==> src/rtl/iev_pkg.sv <==
// Shared constants and types for the exception vector source unit.
// Assumes a single core clock domain; every user writes iev_pkg::name.
`default_nettype none

package iev_pkg;

    // Widths
    localparam int VEC_W = 8;
    localparam int ERR_W = 32;
    localparam int SIDEBAND_W = 6;

    // Architecturally fixed vector numbers
    localparam logic [7:0] VEC_NMI = 8'h02;
    localparam logic [7:0] VEC_BREAKPOINT = 8'h03;
    localparam logic [7:0] VEC_OVERFLOW = 8'h04;
    localparam logic [7:0] VEC_BOUND = 8'h05;
    localparam logic [7:0] VEC_MATH = 8'h10;
    localparam logic [7:0] VEC_ALIGN = 8'h11;
    localparam logic [7:0] VEC_MCHECK = 8'h12;
    localparam logic [7:0] VEC_SIMD = 8'h13;
    localparam logic [7:0] VEC_VIRT = 8'h14;
    localparam logic [7:0] VEC_RSV_LO = 8'h15;
    localparam logic [7:0] VEC_RSV_HI = 8'h1F;
    localparam logic [7:0] VEC_USER_LO = 8'h20;
    localparam logic [7:0] VEC_LOCAL_MIN = 8'h10;

    // Error code values and reset values
    localparam logic [31:0] ERR_CODE_ALIGN = 32'h0000_0000;
    localparam logic [31:0] ERR_RESET = 32'h0000_0000;
    localparam logic [7:0] VEC_RESET = 8'h00;

    // Pin synchroniser depth and pin slots
    localparam int SYNC_STAGES = 3;
    localparam int PIN_MASKABLE_REQUEST_PIN = 0;
    localparam int PIN_NMI = 1;
    localparam int PIN_COUNT = 2;

    // Delivery class reported with each dispatch
    typedef enum logic [1:0] {
        CLS_FAULT,
        CLS_TRAP,
        CLS_ABORT,
        CLS_MASKABLE_REQUEST_PIN
    } iev_class_e;

    // Kind of software event offered at a boundary
    typedef enum logic [1:0] {
        SW_INT_N,
        SW_INT3,
        SW_INTO,
        SW_BOUND
    } iev_sw_kind_e;

    typedef enum logic {
        ST_IDLE,
        ST_WAIT_VEC
    } iev_state_e;

    // Whole state of the core unit
    typedef struct packed {
        iev_state_e st;
        logic nmi_pend;
        logic nmi_lvl_d;
        logic loc_pend;
        logic [VEC_W-1:0] loc_vec;
        logic disp_valid;
        logic [VEC_W-1:0] disp_vec;
        iev_class_e disp_class;
        logic push_err;
        logic [ERR_W-1:0] err_code;
        logic restart_fault;
        logic nmi_hw;
        logic inta;
        logic illegal;
        logic [SIDEBAND_W-1:0] sideband;
    } iev_state_s;

endpackage : iev_pkg

`default_nettype wire

==> src/rtl/iev_pin_if.sv <==
// Carrier between the core unit and its pin synchroniser.
// Assumes both ends run on the core clock; raw levels are asynchronous.
`default_nettype none

interface iev_pin_if #(
    parameter int W = 2
);
    logic [W-1:0] raw;
    logic [W-1:0] lvl;

    modport syncer (input raw, output lvl);
    modport core (output raw, input lvl);
endinterface : iev_pin_if

`default_nettype wire

==> src/rtl/iev_core.sv <==
// Vector assignment and source qualification for interrupts and exceptions.
// Assumes the core offers events for one boundary per BOUNDARY_IN pulse,
// holds off boundaries while BUSY_OUT is high, and that the request pins
// are asynchronous while all other inputs are on the core clock.
`default_nettype none

// Contract
// - Math, SIMD and virtualization vectors 16, 19, 20 are faults, no error code.
// - Alignment check uses vector 17 as a fault, pushing error code zero.
// - Vector 20 raised only when the page-table violation control is enabled.
// - Vectors 32 to 255 are user interrupts from external or software sources.
// - Machine check signals an abort on vector 18; error code model dependent.
// - Processors send each other interrupts; every receiver accepts them. Here messages are refused while one is pending or the local controller is off.
// - Without a local controller, dedicated maskable and nonmaskable pins serve.
// - Reset, flush, stop-clock, management, run/stop, init bypass vectoring.
// - Pin and local controller interrupts are maskable; ranges 0-255 and 16-255.
// - A clear interrupt-enable flag masks all maskable hardware interrupts.
// - Local controller reports illegal vector when given vectors 0 to 15.
// - Software interrupt accepts any vector 0-255 and calls its handler.
// - Software interrupt to vector 2 calls handler without nonmaskable hardware.
// - Software interrupts are never masked by the interrupt-enable flag.
// - Software interrupt to an exception vector pushes no error code.
// - Overflow, bound and breakpoint instructions raise exceptions in software.
// - Asserted maskable pin makes the device fetch the vector from the bus.
// - Every true nonmaskable interrupt is delivered through vector 2.
// - Faults restart at the faulting instruction with state restored.
module iev_core #(
    parameter bit HAS_LOCAL_CTRL = 1'b1
) (
    input wire logic CORE_CLK_IN,
    input wire logic RESET_N_IN,
    input wire logic BOUNDARY_IN,
    input wire logic IF_FLAG_IN,
    input wire logic MASKABLE_REQUEST_PIN_IN,
    input wire logic NMI_PIN_IN,
    input wire logic [7:0] EXT_VECTOR_IN,
    input wire logic EXT_VECTOR_VALID_IN,
    input wire logic LOCAL_CTRL_ENABLE_IN,
    input wire logic LOCAL_MSG_VALID_IN,
    input wire logic LOCAL_MSG_NMI_IN,
    input wire logic [7:0] LOCAL_MSG_VECTOR_IN,
    input wire logic SW_INT_VALID_IN,
    input wire logic [1:0] SW_INT_KIND_IN,
    input wire logic [7:0] SW_INT_VECTOR_IN,
    input wire logic SW_CHECK_FAIL_IN,
    input wire logic MATH_ERR_IN,
    input wire logic ALIGN_ERR_IN,
    input wire logic SIMD_ERR_IN,
    input wire logic EPT_VIOLATION_IN,
    input wire logic VE_ENABLE_IN,
    input wire logic MACHINE_CHECK_IN,
    input wire logic MC_ERR_CODE_VALID_IN,
    input wire logic [31:0] MC_ERR_CODE_IN,
    input wire logic [5:0] SIDEBAND_REQ_IN,
    output logic DISPATCH_VALID_OUT,
    output logic [7:0] DISPATCH_VECTOR_OUT,
    output logic [1:0] DISPATCH_CLASS_OUT,
    output logic PUSH_ERR_CODE_OUT,
    output logic [31:0] ERR_CODE_OUT,
    output logic RESTART_AT_FAULT_OUT,
    output logic NMI_HW_OUT,
    output logic INTA_OUT,
    output logic BUSY_OUT,
    output logic LOCAL_MSG_READY_OUT,
    output logic ILLEGAL_VECTOR_OUT,
    output logic [5:0] SIDEBAND_OUT
);

    localparam iev_pkg::iev_state_s CORE_RST = '{
        st: iev_pkg::ST_IDLE,
        nmi_pend: 1'b0,
        nmi_lvl_d: 1'b0,
        loc_pend: 1'b0,
        loc_vec: iev_pkg::VEC_RESET,
        disp_valid: 1'b0,
        disp_vec: iev_pkg::VEC_RESET,
        disp_class: iev_pkg::CLS_FAULT,
        push_err: 1'b0,
        err_code: iev_pkg::ERR_RESET,
        restart_fault: 1'b0,
        nmi_hw: 1'b0,
        inta: 1'b0,
        illegal: 1'b0,
        sideband: '0
    };

    iev_pkg::iev_state_s cur;
    iev_pkg::iev_state_s next_cur;

    logic local_mode;
    logic msg_ready;
    logic msg_take;
    logic msg_illegal;
    logic msg_maskable;
    logic nmi_set;
    logic take;
    logic ve_fault;
    logic hw_fault;
    logic sw_evt;
    logic pin_req;
    logic g_mc;
    logic g_fault;
    logic g_sw;
    logic g_nmi;
    logic g_loc;
    logic g_pin;
    iev_pkg::iev_sw_kind_e sw_kind;

    iev_pin_if #(.W(iev_pkg::PIN_COUNT)) pins ();

    // Request pins come from outside the clock domain; one driver for the
    // whole vector, slot order is PIN_MASKABLE_REQUEST_PIN at bit 0 and PIN_NMI at bit 1
    assign pins.raw = {NMI_PIN_IN, MASKABLE_REQUEST_PIN_IN};

    iev_pin_sync #(.W(iev_pkg::PIN_COUNT)) u_pin_sync (
        .clk_in(CORE_CLK_IN),
        .reset_n_in(RESET_N_IN),
        .pins(pins)
    );

    // Message path: router and peer processors, refused while full or while the local controller is off
    assign local_mode = HAS_LOCAL_CTRL && LOCAL_CTRL_ENABLE_IN;
    assign msg_ready = local_mode && !cur.loc_pend;
    assign msg_take = LOCAL_MSG_VALID_IN && msg_ready;
    assign msg_illegal = msg_take && !LOCAL_MSG_NMI_IN
        && (LOCAL_MSG_VECTOR_IN < iev_pkg::VEC_LOCAL_MIN);
    assign msg_maskable = msg_take && !LOCAL_MSG_NMI_IN && !msg_illegal;
    assign nmi_set = (pins.lvl[iev_pkg::PIN_NMI] && !cur.nmi_lvl_d)
        || (msg_take && LOCAL_MSG_NMI_IN);

    // Event qualification for the current boundary
    assign take = BOUNDARY_IN && (cur.st == iev_pkg::ST_IDLE);
    assign ve_fault = EPT_VIOLATION_IN && VE_ENABLE_IN;
    assign hw_fault = MATH_ERR_IN || ALIGN_ERR_IN || SIMD_ERR_IN || ve_fault;
    assign sw_kind = iev_pkg::iev_sw_kind_e'(SW_INT_KIND_IN);
    assign sw_evt = SW_INT_VALID_IN && ((sw_kind == iev_pkg::SW_INT_N)
        || (sw_kind == iev_pkg::SW_INT3) || SW_CHECK_FAIL_IN);
    // Pin path is used only when no local controller is active
    assign pin_req = !local_mode && pins.lvl[iev_pkg::PIN_MASKABLE_REQUEST_PIN];

    // Fixed priority: abort, instruction faults, software, NMI, maskable.
    // The interrupt-enable flag gates only the last two grants.
    assign g_mc = take && MACHINE_CHECK_IN;
    assign g_fault = take && !MACHINE_CHECK_IN && hw_fault;
    assign g_sw = take && !MACHINE_CHECK_IN && !hw_fault && sw_evt;
    assign g_nmi = take && !MACHINE_CHECK_IN && !hw_fault && !sw_evt
        && cur.nmi_pend;
    assign g_loc = take && !MACHINE_CHECK_IN && !hw_fault && !sw_evt
        && !cur.nmi_pend && IF_FLAG_IN && cur.loc_pend;
    assign g_pin = take && !MACHINE_CHECK_IN && !hw_fault && !sw_evt
        && !cur.nmi_pend && IF_FLAG_IN && !cur.loc_pend && pin_req;

    // Next state: pulses default low, data outputs hold between dispatches
    always_comb begin
        next_cur = cur;
        next_cur.disp_valid = 1'b0;
        next_cur.nmi_hw = 1'b0;
        next_cur.inta = 1'b0;
        next_cur.illegal = msg_illegal;
        // Side pins are passed on and never reach the dispatch logic
        next_cur.sideband = SIDEBAND_REQ_IN;
        next_cur.nmi_lvl_d = pins.lvl[iev_pkg::PIN_NMI];
        // A new NMI in the cycle the old one is taken stays pending
        next_cur.nmi_pend = (cur.nmi_pend && !g_nmi) || nmi_set;
        // Masked requests wait here until taken at a later boundary
        if (msg_maskable) begin
            next_cur.loc_pend = 1'b1;
            next_cur.loc_vec = LOCAL_MSG_VECTOR_IN;
        end else if (g_loc) begin
            next_cur.loc_pend = 1'b0;
        end
        if (g_mc || g_fault || g_sw || g_nmi || g_loc) begin
            next_cur.disp_valid = 1'b1;
            next_cur.push_err = 1'b0;
            next_cur.err_code = iev_pkg::ERR_RESET;
        end
        if (g_mc) begin
            next_cur.disp_vec = iev_pkg::VEC_MCHECK;
            next_cur.disp_class = iev_pkg::CLS_ABORT;
            next_cur.push_err = MC_ERR_CODE_VALID_IN;
            next_cur.err_code = MC_ERR_CODE_IN;
        end else if (g_fault) begin
            next_cur.disp_class = iev_pkg::CLS_FAULT;
            if (MATH_ERR_IN) begin
                next_cur.disp_vec = iev_pkg::VEC_MATH;
            end else if (ALIGN_ERR_IN) begin
                next_cur.disp_vec = iev_pkg::VEC_ALIGN;
                next_cur.push_err = 1'b1;
                next_cur.err_code = iev_pkg::ERR_CODE_ALIGN;
            end else if (SIMD_ERR_IN) begin
                next_cur.disp_vec = iev_pkg::VEC_SIMD;
            end else begin
                next_cur.disp_vec = iev_pkg::VEC_VIRT;
            end
        end else if (g_sw) begin
            case (sw_kind)
                iev_pkg::SW_INT_N: begin
                    // Any vector, no error code, no NMI hardware
                    next_cur.disp_vec = SW_INT_VECTOR_IN;
                    next_cur.disp_class = iev_pkg::CLS_MASKABLE_REQUEST_PIN;
                end
                iev_pkg::SW_INT3: begin
                    next_cur.disp_vec = iev_pkg::VEC_BREAKPOINT;
                    next_cur.disp_class = iev_pkg::CLS_TRAP;
                end
                iev_pkg::SW_INTO: begin
                    next_cur.disp_vec = iev_pkg::VEC_OVERFLOW;
                    next_cur.disp_class = iev_pkg::CLS_TRAP;
                end
                default: begin
                    next_cur.disp_vec = iev_pkg::VEC_BOUND;
                    next_cur.disp_class = iev_pkg::CLS_FAULT;
                end
            endcase
        end else if (g_nmi) begin
            next_cur.disp_vec = iev_pkg::VEC_NMI;
            next_cur.disp_class = iev_pkg::CLS_MASKABLE_REQUEST_PIN;
            next_cur.nmi_hw = 1'b1;
        end else if (g_loc) begin
            // Reserved vectors from a source are passed on as interrupts
            next_cur.disp_vec = cur.loc_vec;
            next_cur.disp_class = iev_pkg::CLS_MASKABLE_REQUEST_PIN;
        end
        case (cur.st)
            iev_pkg::ST_IDLE: begin
                if (g_pin) begin
                    next_cur.inta = 1'b1;
                    next_cur.st = iev_pkg::ST_WAIT_VEC;
                end
            end
            iev_pkg::ST_WAIT_VEC: begin
                // Pin path carries any vector 0 to 255 unchecked
                if (EXT_VECTOR_VALID_IN) begin
                    next_cur.disp_valid = 1'b1;
                    next_cur.disp_vec = EXT_VECTOR_IN;
                    next_cur.disp_class = iev_pkg::CLS_MASKABLE_REQUEST_PIN;
                    next_cur.push_err = 1'b0;
                    next_cur.err_code = iev_pkg::ERR_RESET;
                    next_cur.st = iev_pkg::ST_IDLE;
                end
            end
            default: begin
                next_cur.st = iev_pkg::ST_IDLE;
            end
        endcase
        // Faults return to the faulting instruction itself
        next_cur.restart_fault = (next_cur.disp_class == iev_pkg::CLS_FAULT)
            && (next_cur.disp_valid || cur.restart_fault);
    end

    always_ff @(posedge CORE_CLK_IN) begin
        if (!RESET_N_IN) begin
            cur <= CORE_RST;
        end else begin
            cur <= next_cur;
        end
    end

    // Outputs straight from the state register, except LOCAL_MSG_READY_OUT which also uses LOCAL_CTRL_ENABLE_IN
    assign DISPATCH_VALID_OUT = cur.disp_valid;
    assign DISPATCH_VECTOR_OUT = cur.disp_vec;
    assign DISPATCH_CLASS_OUT = cur.disp_class;
    assign PUSH_ERR_CODE_OUT = cur.push_err;
    assign ERR_CODE_OUT = cur.err_code;
    assign RESTART_AT_FAULT_OUT = cur.restart_fault;
    assign NMI_HW_OUT = cur.nmi_hw;
    assign INTA_OUT = cur.inta;
    assign BUSY_OUT = (cur.st != iev_pkg::ST_IDLE);
    assign LOCAL_MSG_READY_OUT = msg_ready;
    assign ILLEGAL_VECTOR_OUT = cur.illegal;
    assign SIDEBAND_OUT = cur.sideband;
endmodule : iev_core

`default_nettype wire

==> src/rtl/iev_pin_sync.sv <==
// Three-stage synchroniser with agreement filter for asynchronous pins.
// Assumes raw pins may change at any time relative to the core clock.
`default_nettype none

module iev_pin_sync #(
    parameter int W = 2
) (
    input wire logic clk_in,
    input wire logic reset_n_in,
    iev_pin_if.syncer pins
);

    typedef struct packed {
        logic [W-1:0] s1;
        logic [W-1:0] s2;
        logic [W-1:0] s3;
        logic [W-1:0] lvl;
    } iev_sync_s;

    localparam iev_sync_s SYNC_RST = '0;

    iev_sync_s cur;
    iev_sync_s next_cur;
    logic [W-1:0] agree;

    // Only stages two and three are compared; stage one may be metastable
    assign agree = ~(cur.s2 ^ cur.s3);
    assign pins.lvl = cur.lvl;

    // Shift chain, level follows once the last two stages agree
    always_comb begin
        next_cur = cur;
        next_cur.s1 = pins.raw;
        next_cur.s2 = cur.s1;
        next_cur.s3 = cur.s2;
        next_cur.lvl = (cur.lvl & ~agree) | (cur.s2 & agree);
    end

    always_ff @(posedge clk_in) begin
        if (!reset_n_in) begin
            cur <= SYNC_RST;
        end else begin
            cur <= next_cur;
        end
    end
endmodule : iev_pin_sync

`default_nettype wire

==> config.mk <==
export PLATFORM = sky130hd
export DESIGN_NAME = iev_core
export DESIGN_NICKNAME = d
export VERILOG_FILES = /design/src/rtl/iev_pkg.sv /design/src/rtl/iev_pin_if.sv /design/src/rtl/iev_core.sv /design/src/rtl/iev_pin_sync.sv
export SDC_FILE = /design/constraint.sdc
export NUM_CORES = 1
export LEC_CHECK = 0
export BUFFER_PORTS_ARGS = -buffer_cell sky130_fd_sc_hd__buf_2
export CORE_MARGIN = 4
export CORE_UTILIZATION = 43
export DETAILED_ROUTE_END_ITERATION = 7
export PLACE_DENSITY = 0.83
export SLEW_MARGIN = 10
export SYNTH_ARGS = -nofsm -noshare
export SYNTH_HDL_FRONTEND = slang
export SYNTH_SLANG_ARGS = --single-unit
==> constraint.sdc <==
create_clock -name CORE_CLK_IN -period 2.9 [get_ports CORE_CLK_IN]
set_clock_uncertainty 0.2 [all_clocks]
set_input_delay 0.29 -clock CORE_CLK_IN [delete_from_list [all_inputs] [get_ports CORE_CLK_IN]]
set_output_delay 0.29 -clock CORE_CLK_IN [all_outputs]
set_load 0.005 [all_outputs]
=== Yosys cells after proc, flatten, opt, wreduce, memory -nomap -nowiden ===
Index checks and enable logic that the tools add are counted.

* Equal/unequal tests: 2
* Muxes and demuxes: 22
* Order comparisons: 1
* Bitwise operators: 8
* Reduce and logical (&&, ||, !) cells: 52

{| class="wikitable"
|+ Operators with widths
! operator !! number
|-
| two-way mux 33 bit || 4
|-
| two-way mux 44 bit || 2
|-
| two-way mux 43 bit || 1
|-
| two-way mux 10 bit || 4
|-
| case mux 10 bit (3 select lines) || 1
|-
| logical AND 1 bit || 25
|-
| two-way mux 8 bit || 2
|-
| logical OR 1 bit || 12
|-
| logical NOT 1 bit || 10
|-
| < comparator 8 x 5 -> 1 bit (second input constant) || 1
|-
| two-way mux 1 bit || 6
|-
| bitwise AND 2 bit || 2
|-
| logical NOT 2 bit || 2
|-
| inverter 2 bit || 2
|-
| OR reduction 4 bit || 1
|-
| two-way mux 3 bit || 1
|-
| == test 2 x 1 -> 1 bit (second input constant) || 1
|-
| == test 2 bit (second input constant) || 1
|-
| inverter 1 bit || 2
|-
| OR 2 bit || 1
|-
| case mux 1 bit (2 select lines) || 1
|-
| nonzero test 2 bit || 1
|-
| OR reduction 2 bit || 1
|-
| XOR 2 bit || 1
|}

* Flip-flop bits (word level): 74
* Output and inout bits: 56
* Bits of input ports: 83
* Word-level logic and storage cells: 104

=== Depth between registers and ports, before layout ===
* Depth after elaboration: 19
* Mapped depth: 7

=== By module ===
Synthesis repeated with hierarchy kept, for this count alone.

* Cell total of the unflattened synthesis: 343
* Area, all modules: 3,245.6 um^2

{| class="wikitable"
|+ By module, submodules not included
! module !! instances !! area each (um^2) !! cells an instance
|-
| iev_core || 1 || 2,992.9 || 321
|-
| iev_pin_sync || 1 || 252.7 || 22
|}

=== Worst setup path before layout ===
Ideal clock, no wire load.

* Path type: reg2reg
* From: reg cur, in the netlist BUSY_OUT
* To: reg cur, in the netlist DISPATCH_VECTOR_OUT[3]
* Data arrival time: 1.900 ns
* Cell stages (with the launch flop): 7
* Data required time: 2.583 ns
* Path buffers: 1
* Path slack: 0.683 ns
* Setup time: 0.117 ns
* Cells stage by stage: dfxtp_1 > buf_2 > nor3b_4 > nand2_2 > a2111oi_4 > mux2_1 > a32o_1

* Longest elaborated chain between the ends: 15

{| class="wikitable"
|+ RTL lines
! element !! RTL line !! text
|-
| start, declared || iev_core.sv:87 || <nowiki>iev_pkg::iev_state_s cur;</nowiki>
|-
| start signal, assigned || iev_core.sv:255 || <nowiki>cur <= next_cur;</nowiki>
|-
| inverter 1 bit || -- ||
|-
| logical AND 1 bit || iev_core.sv:132 || <nowiki>assign take = BOUNDARY_IN && (cur.st == iev_pkg::ST_IDLE);</nowiki>
|-
| logical AND 1 bit || -- ||
|-
| logical AND 1 bit || iev_core.sv:145, iev_core.sv:146, iev_core.sv:148 ||
|-
| logical AND 1 bit || iev_core.sv:146, iev_core.sv:148 ||
|-
| logical AND 1 bit (3 in series) || iev_core.sv:149 || <nowiki>&& !cur.nmi_pend && IF_FLAG_IN && cur.loc_pend;</nowiki>
|-
| two-way mux 10 bit || iev_core.sv:219 || <nowiki>end else if (g_loc) begin</nowiki>
|-
| two-way mux 10 bit || iev_core.sv:215 || <nowiki>end else if (g_nmi) begin</nowiki>
|-
| two-way mux 10 bit || iev_core.sv:195 || <nowiki>end else if (g_sw) begin</nowiki>
|-
| two-way mux 10 bit || iev_core.sv:182 || <nowiki>end else if (g_fault) begin</nowiki>
|-
| two-way mux 43 bit || iev_core.sv:177 || <nowiki>if (g_mc) begin</nowiki>
|-
| two-way mux 44 bit || iev_core.sv:233 || <nowiki>if (EXT_VECTOR_VALID_IN) begin</nowiki>
|-
| two-way mux 44 bit * || iev_core.sv:224 || <nowiki>case (cur.st)</nowiki>
|}

Mark *: on every way between the ends. The rest lies on a longest branch, timed or not.
A chain may end at the register's enable or synchronous reset.

=== Worst setup path in the final report ===
* From: reg cur, in the netlist BUSY_OUT
* To: reg cur, in the netlist DISPATCH_VECTOR_OUT[6]

Same word-level chain as after synthesis.

==> results.tsv <==
metric	value	unit
yosys.area.top_type_share	43.8	%
busiest_layer	met2	
multi_input_area	1440	sq um
grt_util_all_layers	20.5	%
timing.setup.tns	0	ns
total_detailed_routing_wirelength	9680	microns
critical_path_arrival	2.38	ns
number_of_flops_mapped_to_enable_cells_by_yosys	0	
maxCapViolations	0	
r2r_slack	0.56	ns
finalCritPeriodShare	80.6	%
die_w	96.7	microns
critical-path-max-stage-delay	0.58	ns
ys_async_sr_fraction	0	%
crit_chain	nor3b_4, nand2_2, a2111oi_4, mux2_1, a32o_1	
netlist_area	3380	sq um
detail_route.wl_per_cell	15.2	microns
largest_net_degree_at_the_start_of_global_routing	34	
synthToLayoutAreaGrowth	31.7	%
worst_hold_slack_after_final_layout	0.0178	ns
grt_pass1_vias	3329	
mappedNetlistNets	484	
die_area	9340	sq um
fill_cells	695	
path_clk_slew	0.08	ns
drt_first_pass_iters	5	
synth_adder_area_share	0	%
power.density_cell_area	507	nW/um^2
crit_start	BUSY_OUT	
tritoncts_clock_tree	yes	
cellLeakagePower	1.97	nW
tightest_slew	0.536	ns
yosysMostFrequentCell	sky130_fd_sc_hd__dfxtp_1	
register_area	1480	sq um
dpl.hpwl	6740	microns
crit_path_end_kind	register	
gp_congestion	0.880	
num_io_pins	139	
hold_path.class	in2reg	
drive_above_1_share	31.1	%
worst_hold_path.num_cells	3	
critPathMaxFanout	11	
timing_hold_violations_final	0	
synth-compound-area-share	19.0	%
grt_overflow_total	0	
rr_endpoint	DISPATCH_VECTOR_OUT[6]	
n_diodes	0	
critical-path-slowest-cell	sky130_fd_sc_hd__a2111oi_4	
yosys.cell_types.count	41	
fmax	428	MHz
critical_path.startpoint_type	register	
synth_flop_cell	sky130_fd_sc_hd__dfxtp_1	
netlist_instances	401	
floorplan.die.height	96.7	microns
slew_headroom	63.8	%
dpl-instance-area	3800	sq um
synthesis.area_per_instance	8.43	sq um
grt_use_met2	34.5	%
rsz0062_at_grt	false	
finalInstanceArea	4450	sq um
synthesis.yosys.warnings	0	
numClockSinks	74	
largest_family_of_logic_cells_by_synthesized_area	simple AND/OR/NAND/NOR gates	
drt_iter0_drc	139	
cts_inserted_buffers	9	
crit_path_kind	reg2reg	
timing.reg2reg.worst_path_depth	5	
grt_first_pass_wirelength	15800	microns
design.final.nets	611	
report.final.slew_viol_count	0	
synth_area_leader_cell	sky130_fd_sc_hd__dfxtp_1	
hold_path_end	ERR_CODE_OUT[14]	
cts_buffer_depth	2	
worstSkewPairLatency	0.34	ns
final_antenna_net_count	0	
holdCritStartpoint	MC_ERR_CODE_IN[14]	
root_buffer_selected_by_cts	sky130_fd_sc_hd__clkbuf_8	
muxShareOfSynthArea	2.48	%
ctsHtreeMaxLevel	3	
fin_crit	2.34	ns
largest_voltage_drop_on_the_vdd_net	255	uV
core-area	7690	sq um
synthXorXnorAreaFrac	0	%
numPortBuffers	138	
number_of_antenna_violations_at_the_first_check_in_global_routing	0	
status	finished, final reports clean	
synth_simple_gate_area_share	20.9	%
number_of_failing_setup_endpoints_in_the_final_timing_report	0	
global_route_met1_usage	25.4	%
floorplan.rows	32	
yosys_register_bits	74	
synth.yosys.seq_area_share	43.8	%
floorplan.initialDensity	44.0	%
route.detailed.drc	0	
synthTopCellsByArea	sky130_fd_sc_hd__dfxtp_1 44%, sky130_fd_sc_hd__buf_4 11%, sky130_fd_sc_hd__a21oi_1 7.3%	
vias	3299	
required_time_at_the_endpoint_of_the_critical_path	2.94	ns
synth_top_cells_by_count	74 x sky130_fd_sc_hd__dfxtp_1, 54 x sky130_fd_sc_hd__nand2_1, 49 x sky130_fd_sc_hd__a21oi_1, 48 x sky130_fd_sc_hd__buf_4, 36 x sky130_fd_sc_hd__nand3_1	
worst_r2r_start	BUSY_OUT	
gr-usage-met3	3.75	%
route.detailed.vias_per_inst	5.20	
## cell families (layout without fill, tap and decap cells)
logic type	count (synthesis)	after routing
muxes	8	8
DFF	74	74
and+or+nand+nor	145	145
AOI/OAI and AO/OA	100	100
buffers and inverters	74	206
## metal layers
layer / part of all wire, % / vias up
met2: 50 / 165
met3: 6.8 / 25
met4: 2.6 / 0
li1: - / 1600
met5: 0 / -
met1: 41 / 1509
## layout make-up
| cell class | instances | share of cell area (%) |
|---|---|---|
| flip-flops and latches | 74 | 33.3 |
| multi-input cells | 253 | 32.2 |
| repair buffers | 187 | 26.5 |
| well taps | 102 | 2.87 |
| clock buffers | 9 | 2.78 |
| clock inverters | 7 | 2.11 |
| inverters | 3 | 0.253 |
## worst max-delay path by stage
| stage | end | cells past startpoint |
|---|---|---|
| 2_1_floorplan | DISPATCH_VECTOR_OUT[3] | 5 |
| 3_3_place_gp | DISPATCH_VECTOR_OUT[5] | 6 |
| 3_5_place_dp | DISPATCH_VECTOR_OUT[6] | 6 |
| 4_1_cts | DISPATCH_VECTOR_OUT[6] | 5 |
| 5_1_grt | DISPATCH_VECTOR_OUT[6] | 5 |
| 6_report | DISPATCH_VECTOR_OUT[6] | 5 |
## stage by stage
stage / cells / setup slack (ns) / util [%] / power, W
2_1_floorplan: 401 / 0.683 / - / 0.00126
3_3_place_gp: 576 / 0.411 / 49.5 / 0.00135
3_5_place_dp: 576 / 0.343 / 49.5 / 0.00136
4_1_cts: 635 / 0.592 / 57.9 / 0.00228
5_1_grt: 635 / 0.485 / 57.9 / 0.00236
6_report: 635 / 0.562 / 57.9 / 0.00226
## cells in the final DEF, fill, tap and decap left out, drive strengths merged, types with 3 or more instances in the layout
| master | instances |
|---|---|
| dfxtp | 74 |
| a22o | 3 |
| and2 | 15 |
| mux2 | 3 |
| clkbuf | 9 |
| mux2i | 5 |
| a41oi | 3 |
| a21oi | 49 |
| and3 | 4 |
| a32o | 3 |
| dlygate4sd3 | 43 |
| nor2 | 18 |
| nand3 | 36 |
| a31oi | 6 |
| nand2 | 55 |
| inv | 3 |
| buf | 144 |
| a22oi | 5 |
| o21ai | 18 |
| nor2b | 6 |
| clkinv | 3 |
## critical path: cells and delay by family, from the launching register on
family          cells  cell delay [ns]
flops               1             0.43
compound gates      2             0.85
mux                 1             0.38
simple gates        2             0.37
## report_power, final
part	leakage (nW)	internal, W	total, W	switching (W)
logic	1.26	0.000152	0.000304	0.000152
clock network	0.105	0.000483	0.000879	0.000396
registers	0.605	0.00106	0.00108	0.0000212
## timing repair
action,CTS,global route
setup buffers,0,0
hold buffers,43,0
hold endpoints to repair,43,0
resized for setup,0,0
## state kept, by name, summed over array words and instances, names as in the netlist, named ones only
signal,count
PUSH_ERR_CODE_OUT,1
SIDEBAND_OUT,6
BUSY_OUT,1
DISPATCH_VECTOR_OUT,8
NMI_HW_OUT,1
RESTART_AT_FAULT_OUT,1
INTA_OUT,1
DISPATCH_VALID_OUT,1
DISPATCH_CLASS_OUT,2
ILLEGAL_VECTOR_OUT,1
cur,11
ERR_CODE_OUT,32
u_pin_sync.cur,6
No activity file was read; power rests on OpenSTA's default activity.
